`config.mk`:
```
export PLATFORM = sky130hd
export DESIGN_NAME = ftr_totalizer_range
export DESIGN_NICKNAME = d
export VERILOG_FILES = /design/src/design/ftr_pkg.sv /design/src/design/ftr_totalizer_range.sv /design/src/design/ftr_debounce.sv /design/src/design/ftr_range_sel.sv
export SDC_FILE = /design/constraint.sdc
export NUM_CORES = 1
export LEC_CHECK = 0
export BUFFER_PORTS_ARGS = -buffer_cell sky130_fd_sc_hd__buf_4
export CAP_MARGIN = 30
export CORE_MARGIN = 2
export CORE_UTILIZATION = 40
export CTS_CLUSTER_SIZE = 40
export DETAILED_ROUTE_END_ITERATION = 10
export GPL_TIMING_DRIVEN = 0
export RECOVER_POWER = 25
export SLEW_MARGIN = 40
export SYNTH_ARGS = -nofsm -noshare
export SYNTH_HDL_FRONTEND = slang
export SYNTH_SLANG_ARGS = --single-unit
```
`constraint.sdc`:
```
create_clock -name clk -period 4.03 [get_ports clk]
set_clock_uncertainty 0.1 [all_clocks]
set_input_delay 0.806 -clock clk [delete_from_list [all_inputs] [get_ports clk]]
set_output_delay 0.806 -clock clk [all_outputs]
set_load 0.05 [all_outputs]
```
`src/design/ftr_pkg.sv`:
```
// shared constants, types and helpers of the flow totalizer and range control block
package ftr_pkg;
	// register byte offsets
	localparam logic [7:0] OFF_CTRL = 8'h00;
	localparam logic [7:0] OFF_HYST = 8'h04;
	localparam logic [7:0] OFF_SPAN0 = 8'h08;
	localparam logic [7:0] OFF_SPAN3 = 8'h14;
	localparam logic [7:0] OFF_FWD = 8'h18;
	localparam logic [7:0] OFF_REV = 8'h1C;
	localparam logic [7:0] OFF_STAT = 8'h20;
	// control register fields
	localparam int CTRL_TYPE_LSB = 0;
	localparam int CTRL_DIFN_LSB = 2;
	localparam int CTRL_LOWACT = 4;
	localparam int CTRL_SEALED = 5;
	localparam int CTRL_DO1 = 6;
	localparam int CTRL_DO2 = 7;
	localparam int CTRL_BITS = 8;
	// status register fields
	localparam int STAT_RUN = 0;
	localparam int STAT_SCR_LSB = 1;
	localparam int STAT_RANGE_LSB = 3;
	localparam int STAT_REVSEL = 5;
	localparam int STAT_CLROFF = 6;
	// reset values
	localparam logic [7:0] CTRL_RST = 8'h00;
	localparam logic [15:0] HYST_RST = 16'h0000;
	localparam logic [15:0] SPAN_RST = 16'h0000;
	// timing
	localparam int unsigned CLK_HZ = 125000000;
	localparam int unsigned LONG_PRESS_MS = 1000;
	localparam int unsigned DEBOUNCE_MS = 10;
	localparam int unsigned LONG_PRESS_CYC = LONG_PRESS_MS * (CLK_HZ / 1000);
	localparam int unsigned DEBOUNCE_CYC = DEBOUNCE_MS * (CLK_HZ / 1000);
	typedef enum logic [1:0] {
		UNI_AUTO_FOUR_RANGE,
		BI_AUTO_TWO_TWO_RANGE,
		UNI_EXTERNAL_RANGE,
		BI_EXTERNAL_RANGE
	} ftr_range_type_t;
	typedef enum logic [1:0] {
		DI_NONE,
		DI_START_STOP,
		DI_RESET_START,
		DI_RANGE_SELECT
	} ftr_di_func_t;
	typedef enum logic [1:0] {
		SCR_MEASURE,
		SCR_CONTROL,
		SCR_CONFIRM
	} ftr_screen_t;
	// bidirectional types keep ranges 3 and 4 for reverse flow
	function automatic logic isBi(input ftr_range_type_t t);
		return (t == BI_AUTO_TWO_TWO_RANGE) || (t == BI_EXTERNAL_RANGE);
	endfunction
	// a zero span marks a range as unused
	function automatic logic spanUsed(input logic [15:0] s);
		return s != 16'h0000;
	endfunction
endpackage

```
`src/design/ftr_totalizer_range.sv`:
```
// flow totalizer control, operator screens, remote input and range selection top
//
// Operation
// - start/stop input at default level: low halts counting and pulses, high runs.
// - reset/start input at default level: high clears and holds stopped, low runs.
// - low-active input level setting inverts both start/stop and reset/start meanings.
// - every clear zeroes forward and reverse totals together.
// - totals are kept in non-volatile storage and restored after power returns.
// - sealed configuration allows only start and stop at the panel, never an operator clear; the reset/start input still clears.
// - clear option hidden after a wrong password or when sealed.
// - totalizer key in measurement mode opens the control screen with both totals; displayCount still shows only the total chosen by the range.
// - long clear press prompts; accept clears, decline cancels, escape returns to measurement.
// - bidirectional types display forward total in forward ranges, reverse total in reverse.
// - four range types: uni auto, bi auto, uni external, bi external.
// - external range types take the range from the remote input.
// - each digital output can be enabled on its own; output one shows bit 0 and output two bit 1 of the active range.
// - a range with zero span is unused and never selected unless it is the first range of its direction; automatic selection does not move past it.
// - hysteresis setting and four individual spans steer range switching.
//
// Register access over AHB-Lite and the register offsets were left to the implementer.
module ftr_totalizer_range #(
	parameter int unsigned LONG_CYC = ftr_pkg::LONG_PRESS_CYC,
	parameter int unsigned DEB_CYC = ftr_pkg::DEBOUNCE_CYC
) (
	// clock and reset
	input wire logic clk,
	input wire logic arst_n,
	// ahb-lite register slave
	input wire logic hsel,
	input wire logic [31:0] haddr,
	input wire logic [1:0] htrans,
	input wire logic hwrite,
	input wire logic [2:0] hsize,
	input wire logic [31:0] hwdata,
	input wire logic hready,
	output logic [31:0] hrdata,
	output logic hreadyout,
	output logic hresp,
	// operator panel keys
	input wire logic totalizerKey,
	input wire logic clearKey,
	input wire logic startKey,
	input wire logic stopKey,
	input wire logic okKey,
	input wire logic noKey,
	input wire logic escKey,
	input wire logic passwordBad,
	// remote contact
	input wire logic remoteControlInput,
	// flow measurement
	input wire logic countTick,
	input wire logic flowRev,
	input wire logic [15:0] flowMag,
	// non-volatile total store
	input wire logic [31:0] nvLoadFwd,
	input wire logic [31:0] nvLoadRev,
	output logic nvSave,
	output logic [31:0] nvFwd,
	output logic [31:0] nvRev,
	// display and outputs
	output logic [1:0] screenCode,
	output logic clearOffered,
	output logic runIndicator,
	output logic forwardDirectionTag,
	output logic [31:0] displayCount,
	output logic pulseOut,
	output logic digitalOutputOne,
	output logic digitalOutputTwo
);
	logic [ftr_pkg::CTRL_BITS-1:0] ctrl;
	logic [15:0] hyst;
	logic [15:0] span [4];
	logic [31:0] fwdTotal;
	logic [31:0] revTotal;
	logic restored;
	logic runOp;
	logic [31:0] pressCnt;
	logic longHit;
	ftr_pkg::ftr_screen_t screen;
	logic wrPend;
	logic [7:0] wrAddr;
	logic diClean;
	logic [1:0] rangeIdx;

	ftr_pkg::ftr_range_type_t rangeType;
	ftr_pkg::ftr_di_func_t diFunc;
	logic diActive;
	logic diHalt;
	logic diClear;
	logic clearAllowed;
	logic counting;
	logic clearNow;
	logic revSel;
	logic addrPhase;

	// returns the span index for a span offset, or 3'd4 when not a span
	function automatic logic [2:0] spanSlot(input logic [7:0] a);
		if (a >= ftr_pkg::OFF_SPAN0 && a <= ftr_pkg::OFF_SPAN3 && a[1:0] == 2'b00) begin
			return 3'(((a - ftr_pkg::OFF_SPAN0) >> 2));
		end
		return 3'd4;
	endfunction

	always_comb begin
		rangeType = ftr_pkg::ftr_range_type_t'(ctrl[ftr_pkg::CTRL_TYPE_LSB +: 2]);
		diFunc = ftr_pkg::ftr_di_func_t'(ctrl[ftr_pkg::CTRL_DIFN_LSB +: 2]);
		diActive = diClean ^ ctrl[ftr_pkg::CTRL_LOWACT];
		diHalt = (diFunc == ftr_pkg::DI_START_STOP) && !diActive;
		diClear = (diFunc == ftr_pkg::DI_RESET_START) && diActive;
		clearAllowed = !ctrl[ftr_pkg::CTRL_SEALED] && !passwordBad;
		counting = restored && runOp && !diHalt && !diClear;
		clearNow = diClear || (screen == ftr_pkg::SCR_CONFIRM && okKey && clearAllowed);
		revSel = ftr_pkg::isBi(rangeType) && rangeIdx[1];
		addrPhase = hsel && hready && htrans[1];
		longHit = pressCnt >= LONG_CYC - 1;
	end

	ftr_debounce #(
		.DEB_CYC(DEB_CYC)
	) u_debounce (
		.clk(clk),
		.arst_n(arst_n),
		.din(remoteControlInput),
		.dout(diClean)
	);

	ftr_range_sel u_range (
		.clk(clk),
		.arst_n(arst_n),
		.rangeType(rangeType),
		.span(span),
		.hyst(hyst),
		.flowMag(flowMag),
		.flowRev(flowRev),
		.extSelect(diFunc == ftr_pkg::DI_RANGE_SELECT && diActive),
		.rangeIdx(rangeIdx)
	);

	// bus address phase capture; zero wait states, always okay
	always_ff @(posedge clk or negedge arst_n) begin
		if (!arst_n) begin
			wrPend <= 1'b0;
			wrAddr <= 8'h00;
			hreadyout <= 1'b0;
			hresp <= 1'b0;
		end else begin
			wrPend <= addrPhase && hwrite;
			wrAddr <= haddr[7:0];
			hreadyout <= 1'b1;
			hresp <= 1'b0;
		end
	end

	// read data registered during the address phase, unmapped reads zero
	always_ff @(posedge clk or negedge arst_n) begin
		if (!arst_n) begin
			hrdata <= 32'h0000_0000;
		end else if (addrPhase && !hwrite) begin
			hrdata <= 32'h0000_0000;
			if (haddr[31:8] == 24'h00_0000) begin
				case (haddr[7:0])
					ftr_pkg::OFF_CTRL: hrdata <= {24'h00_0000, ctrl};
					ftr_pkg::OFF_HYST: hrdata <= {16'h0000, hyst};
					ftr_pkg::OFF_FWD: hrdata <= fwdTotal;
					ftr_pkg::OFF_REV: hrdata <= revTotal;
					ftr_pkg::OFF_STAT: begin
						hrdata[ftr_pkg::STAT_RUN] <= counting;
						hrdata[ftr_pkg::STAT_SCR_LSB +: 2] <= screen;
						hrdata[ftr_pkg::STAT_RANGE_LSB +: 2] <= rangeIdx;
						hrdata[ftr_pkg::STAT_REVSEL] <= revSel;
						hrdata[ftr_pkg::STAT_CLROFF] <= clearAllowed;
					end
					default: begin
						if (spanSlot(haddr[7:0]) != 3'd4) begin
							hrdata <= {16'h0000, span[2'(spanSlot(haddr[7:0]))]};
						end
					end
				endcase
			end
		end
	end

	// configuration writes in the data phase
	always_ff @(posedge clk or negedge arst_n) begin
		if (!arst_n) begin
			ctrl <= ftr_pkg::CTRL_RST;
			hyst <= ftr_pkg::HYST_RST;
			for (int i = 0; i < 4; i++) begin
				span[i] <= ftr_pkg::SPAN_RST;
			end
		end else if (wrPend) begin
			if (wrAddr == ftr_pkg::OFF_CTRL) begin
				ctrl <= hwdata[ftr_pkg::CTRL_BITS-1:0];
			end
			if (wrAddr == ftr_pkg::OFF_HYST) begin
				hyst <= hwdata[15:0];
			end
			if (spanSlot(wrAddr) != 3'd4) begin
				span[2'(spanSlot(wrAddr))] <= hwdata[15:0];
			end
		end
	end

	// totals: restored once after reset, cleared together, counted per direction
	always_ff @(posedge clk or negedge arst_n) begin
		if (!arst_n) begin
			restored <= 1'b0;
			fwdTotal <= 32'h0000_0000;
			revTotal <= 32'h0000_0000;
		end else if (!restored) begin
			restored <= 1'b1;
			fwdTotal <= nvLoadFwd;
			revTotal <= nvLoadRev;
		end else if (clearNow) begin
			fwdTotal <= 32'h0000_0000;
			revTotal <= 32'h0000_0000;
		end else if (counting && countTick) begin
			if (flowRev) begin
				revTotal <= revTotal + 32'h0000_0001;
			end else begin
				fwdTotal <= fwdTotal + 32'h0000_0001;
			end
		end
	end

	// every change of the totals is pushed to the non-volatile store
	always_ff @(posedge clk or negedge arst_n) begin
		if (!arst_n) begin
			nvSave <= 1'b0;
		end else begin
			nvSave <= restored && (clearNow || (counting && countTick));
		end
	end

	assign nvFwd = fwdTotal;
	assign nvRev = revTotal;

	// operator start and stop, allowed even when sealed
	always_ff @(posedge clk or negedge arst_n) begin
		if (!arst_n) begin
			runOp <= 1'b1;
		end else if (screen == ftr_pkg::SCR_CONTROL) begin
			if (startKey) begin
				runOp <= 1'b1;
			end else if (stopKey) begin
				runOp <= 1'b0;
			end
		end
	end

	// long press timer of the clear key
	always_ff @(posedge clk or negedge arst_n) begin
		if (!arst_n) begin
			pressCnt <= 32'h0000_0000;
		end else if (screen == ftr_pkg::SCR_CONTROL && clearKey && clearAllowed && !longHit) begin
			pressCnt <= pressCnt + 32'h0000_0001;
		end else if (!(screen == ftr_pkg::SCR_CONTROL && clearKey)) begin
			pressCnt <= 32'h0000_0000;
		end
	end

	// operator screen sequence
	always_ff @(posedge clk or negedge arst_n) begin
		if (!arst_n) begin
			screen <= ftr_pkg::SCR_MEASURE;
		end else begin
			case (screen)
				ftr_pkg::SCR_MEASURE: begin
					if (totalizerKey) begin
						screen <= ftr_pkg::SCR_CONTROL;
					end
				end
				ftr_pkg::SCR_CONTROL: begin
					if (escKey) begin
						screen <= ftr_pkg::SCR_MEASURE;
					end else if (longHit && clearKey && clearAllowed) begin
						screen <= ftr_pkg::SCR_CONFIRM;
					end
				end
				ftr_pkg::SCR_CONFIRM: begin
					if (escKey) begin
						screen <= ftr_pkg::SCR_MEASURE;
					end else if (okKey || noKey) begin
						screen <= ftr_pkg::SCR_CONTROL;
					end
				end
				default: screen <= ftr_pkg::SCR_MEASURE;
			endcase
		end
	end

	// registered display and output pins
	always_ff @(posedge clk or negedge arst_n) begin
		if (!arst_n) begin
			screenCode <= 2'b00;
			clearOffered <= 1'b0;
			runIndicator <= 1'b0;
			forwardDirectionTag <= 1'b1;
			displayCount <= 32'h0000_0000;
			pulseOut <= 1'b0;
			digitalOutputOne <= 1'b0;
			digitalOutputTwo <= 1'b0;
		end else begin
			screenCode <= screen;
			clearOffered <= clearAllowed && screen != ftr_pkg::SCR_MEASURE;
			runIndicator <= counting;
			forwardDirectionTag <= !revSel;
			displayCount <= revSel ? revTotal : fwdTotal;
			pulseOut <= counting && countTick;
			digitalOutputOne <= ctrl[ftr_pkg::CTRL_DO1] && rangeIdx[0];
			digitalOutputTwo <= ctrl[ftr_pkg::CTRL_DO2] && rangeIdx[1];
		end
	end
endmodule

```
`src/design/ftr_debounce.sv`:
```
// two-flop synchroniser and stability debouncer for the remote contact input
module ftr_debounce #(
	parameter int unsigned DEB_CYC = ftr_pkg::DEBOUNCE_CYC
) (
	// clock and reset
	input wire logic clk,
	input wire logic arst_n,
	// raw and clean level
	input wire logic din,
	output logic dout
);
	logic syncA;
	logic syncB;
	logic [31:0] stableCnt;

	always_ff @(posedge clk or negedge arst_n) begin
		if (!arst_n) begin
			syncA <= 1'b0;
			syncB <= 1'b0;
		end else begin
			syncA <= din;
			syncB <= syncA;
		end
	end

	// output follows only after the new level held for DEB_CYC cycles
	always_ff @(posedge clk or negedge arst_n) begin
		if (!arst_n) begin
			stableCnt <= 32'h0000_0000;
			dout <= 1'b0;
		end else if (syncB == dout) begin
			stableCnt <= 32'h0000_0000;
		end else if (stableCnt >= DEB_CYC - 1) begin
			stableCnt <= 32'h0000_0000;
			dout <= syncB;
		end else begin
			stableCnt <= stableCnt + 32'h0000_0001;
		end
	end
endmodule

```
`src/design/ftr_range_sel.sv`:
```
// active measurement range selection, automatic with hysteresis or external
module ftr_range_sel (
	// clock and reset
	input wire logic clk,
	input wire logic arst_n,
	// configuration
	input wire ftr_pkg::ftr_range_type_t rangeType,
	input wire logic [15:0] span [4],
	input wire logic [15:0] hyst,
	// measurement and external select
	input wire logic [15:0] flowMag,
	input wire logic flowRev,
	input wire logic extSelect,
	// active range, 0 to 3 for ranges 1 to 4
	output logic [1:0] rangeIdx
);
	logic [1:0] base;
	logic [1:0] top;
	logic autoSel;
	logic [16:0] downLevel;

	always_comb begin
		autoSel = (rangeType == ftr_pkg::UNI_AUTO_FOUR_RANGE) || (rangeType == ftr_pkg::BI_AUTO_TWO_TWO_RANGE);
		base = (ftr_pkg::isBi(rangeType) && flowRev) ? 2'd2 : 2'd0;
		top = (rangeType == ftr_pkg::UNI_AUTO_FOUR_RANGE) ? 2'd3 : base + 2'd1;
		downLevel = (rangeIdx > base) ? {1'b0, span[rangeIdx - 2'd1]} : 17'h0_0000;
	end

	always_ff @(posedge clk or negedge arst_n) begin
		if (!arst_n) begin
			rangeIdx <= 2'd0;
		end else if (!autoSel) begin
			rangeIdx <= base + {1'b0, extSelect && ftr_pkg::spanUsed(span[base + 2'd1])};
		end else if (rangeIdx < base || rangeIdx > top) begin
			rangeIdx <= base;
		end else if (rangeIdx < top && ftr_pkg::spanUsed(span[rangeIdx + 2'd1]) && flowMag > span[rangeIdx]) begin
			rangeIdx <= rangeIdx + 2'd1;
		end else if (rangeIdx > base && {1'b0, flowMag} + {1'b0, hyst} < downLevel) begin
			rangeIdx <= rangeIdx - 2'd1;
		end
	end
endmodule

```
==> run metrics <==
hold buffer count at CTS=0; pwr/cell area=445 nW/µm²; status=complete, but fails checks; Final Hold Viols=0; final setup fails=0; max-slew violation count=35; worst hold-check path type=flop to flop; final clock period utilization by the worst path=a little over nine tenths; CP Cell Sequence=ha_4 > fa_2 > a211oi_4 > o21ai_2 > a41oi_2 > o211ai_1 > a21o_1 > a21oi_2 > xnor2_1 > ha_1 > o21a_1 > o21ai_2 > or3_1 > a21oi_2 > a211oi_4 > o211a_1 > a211oi_2; Slew HR=-48.0%; Seq/Total Area, Yosys=about 45%; Tmin final=3.91 ns; Initial DRC Count=about 1.1k; Overflow after GRT=0; #FFs+latches synth=307; chip height=between 200 and 250 µm; 1st-pass router iterations=6; top-area cell type share of the netlist area=roughly 45%; Die ar.=roughly 44000 µm²; Max Cap Viol=1; CP max FO=4; Synth cell types=between 70 and 80; final instance area=~21000 µm²; detailed-placement wirelength estimate=roughly 44000 µm; FILL cells=about 3.9k; Post-synth EDFFs=0; CP Class=flop to flop; dpl cell area=20100 µm²; Crit path max-delay family=compound AO/OA/AOI/OAI gates; Required @ worst endpoint=around 4.4 ns; Area Growth Syn to Fin=25.7%; Synth Cell Area=~17000 µm²; largest net degree at the start of global routing=between 60 and 70; failing checks=max-capacitance violations, max-slew violations; drt wl/cell=between 20 and 25 µm; worst setup margin=0.124 ns; hold_ws=approximately 0.26 ns; Yosys top cell by area=dfrtp_1; core area=42000 µm²; vias in the first global route=~15k; RSZ-0062 raised after global routing=true; pre-CTS setup slack=-1.32 ns; Least-Margin Pin Slew=roughly 2.2 ns; mean area per synthesized cell=roughly 11 µm²; Seq. cell area=~7700 µm²; Synth Instances=around 1.6k; # H-tree levels=2; kind of end point of the critical path=flop; Critical Path Start Type=flop; Crit-path slowest cell=dfrtp_2; CTS tree=done; drc violations=0; DRT antenna net count=0; R2R setup slack=roughly 0.12 ns; clock-pin transition on the worst setup and hold timing paths=0.06 ns; worst vdd ir=between 0.2 and 0.3 mV; wirelength, routed=slightly below 60000 µm; multi-input logic area=roughly 9100 µm²; row cnt=75; most numerous cell in the Yosys netlist=dfrtp_1; initial core utilization=about two fifths; Top FF cell, synth=dfrtp_1; Clock Latency Late Sink=0.54 ns; Synth warnings=0; Max Clock Freq=0.256 GHz; CTS Buf Count=36; CP Data Arrival Time=~4.3 ns; Synth top cells by count=dfrtp_1, nand2_1, mux2_2; layout cell share with drive strength beyond 1=roughly 30%; clk sink count=between 300 and 400; Static Leak=approximately 9.7 nW; Post-Route Setup TNS=0 ns; GRT Util Overall=between 20% and 30%; Synth async-reset ratio=100%; dpl cells=approximately 2.5k; Ports=304; Vias/cell=roughly 5.7; Placer Congestion=0.939; Buf/Inv on CP=0; Max clock buf depth=3; Clock Root Buffer=clkbuf_16; Layout Cells excl Fill=approximately 2.5k; initial antenna violation count=2; via count of the routed design=approximately 14k; nets=2182; first-pass GRT wire length=slightly below 90000 µm; Synth area leaders=dfrtp_1, mux2_2, mux4_2; CP max stage delay=0.42 ns; Die Span X=210 µm; number of port buffers=282
## flip-flops by register name (all words and copies together) (netlist names), 2 cells and up
register / cells
u_range.rangeIdx: 2
hyst: 16
screen: 2
ctrl: 8
wrAddr: 8
nvFwd: 32
displayCount: 32
nvRev: 32
hrdata: 32
pressCnt: 32
span: 64
u_debounce.stableCnt: 32
screenCode: 2
## through the flow
step	power [mW]	utilization (%)
2_1_floorplan	5.18	-
3_3_place_gp	6.07	47.4
3_5_place_dp	6.12	47.8
4_1_cts	9.55	50.9
5_1_grt	9.96	51.0
6_report	9.54	51.0
## worst reg2reg max path: stages (launching register included)
cell and delay (ns):
dfrtp_2 0.42, ha_4 0.17, fa_2 0.37, a211oi_4 0.28, o21ai_2 0.11, a41oi_2 0.20, o211ai_1 0.15, a21o_1 0.19
a21oi_2 0.15, xnor2_1 0.10, ha_1 0.30, o21a_1 0.14, o21ai_2 0.07, or3_1 0.33, a21oi_2 0.18, a211oi_4 0.10
o211a_1 0.25, a211oi_2 0.21
## per-layer routing
metal	GRT usage, %	part of all wire (%)
met1	34.1	41
met2	44.0	48
met5	0	0.019
met4	6.99	2.1
met3	6.79	8.5
## cell type report
type / instances / area share, %
sequential: 307 / 35.9
inverter: 39 / 0.683
clock buffer: 54 / 4.99
multi-input combinational: 1205 / 42.5
tap: 539 / 3.15
timing repair buffer: 294 / 10.5
buffer: 79 / 1.61
clock inverter: 12 / 0.666
antenna: 1 / 0.0117
## power by group
part,total (mW),internal (mW),switching [mW]
registers,3.47,3.25,0.219
logic,2.69,1.11,1.58
clock network,3.37,2.03,1.34
## cells by family (layout without fill, tap and decap cells)
logic type,count (synthesis),after routing,synth area share (%)
simple gates,538,538,15.3
compound gates,314,314,12.2
flops,307,307,45.1
mux,208,208,16.7
buf+inv,119,478,2.69
xor+xnor,77,77,3.96
fa+ha+maj,55,55,4.08
other cells,2,14,0.0441
## cells in the final DEF (no fill, tap or decap), drive strengths merged, types with 48 or more instances in the layout
cell type  Yosys  final
a21oi         84     84
buf           15    295
clkbuf        65    132
dfrtp        305    305
ha            54     54
mux2         128    128
mux4          48     48
nand2        173    173
nor2         119    119
o21ai         77     77
xnor2         49     49
## repair_timing
action                     in CTS  in global routing
pin swaps                       6                  6
setup endpoints to repair       2                  2
buffers inserted                2                  4
resized for setup              24                 16
hold endpoints to repair        0                  0
## path summary, 6_finish.rpt
kind | depth (start not counted) | end | start
setup / recovery | 17 | u_range.rangeIdx[0] | hyst[0]
hold reg to reg | 0 | u_debounce.syncB | u_debounce.syncA
max in group asynchronous | 3 | nvRev[18] | arst_n
hold / removal | 0 | u_debounce.syncB | u_debounce.syncA
setup reg to reg | 17 | u_range.rangeIdx[0] | hyst[0]
min in group asynchronous | 1 | pressCnt[21] | arst_n
Power figures use the tool's default switching activity.
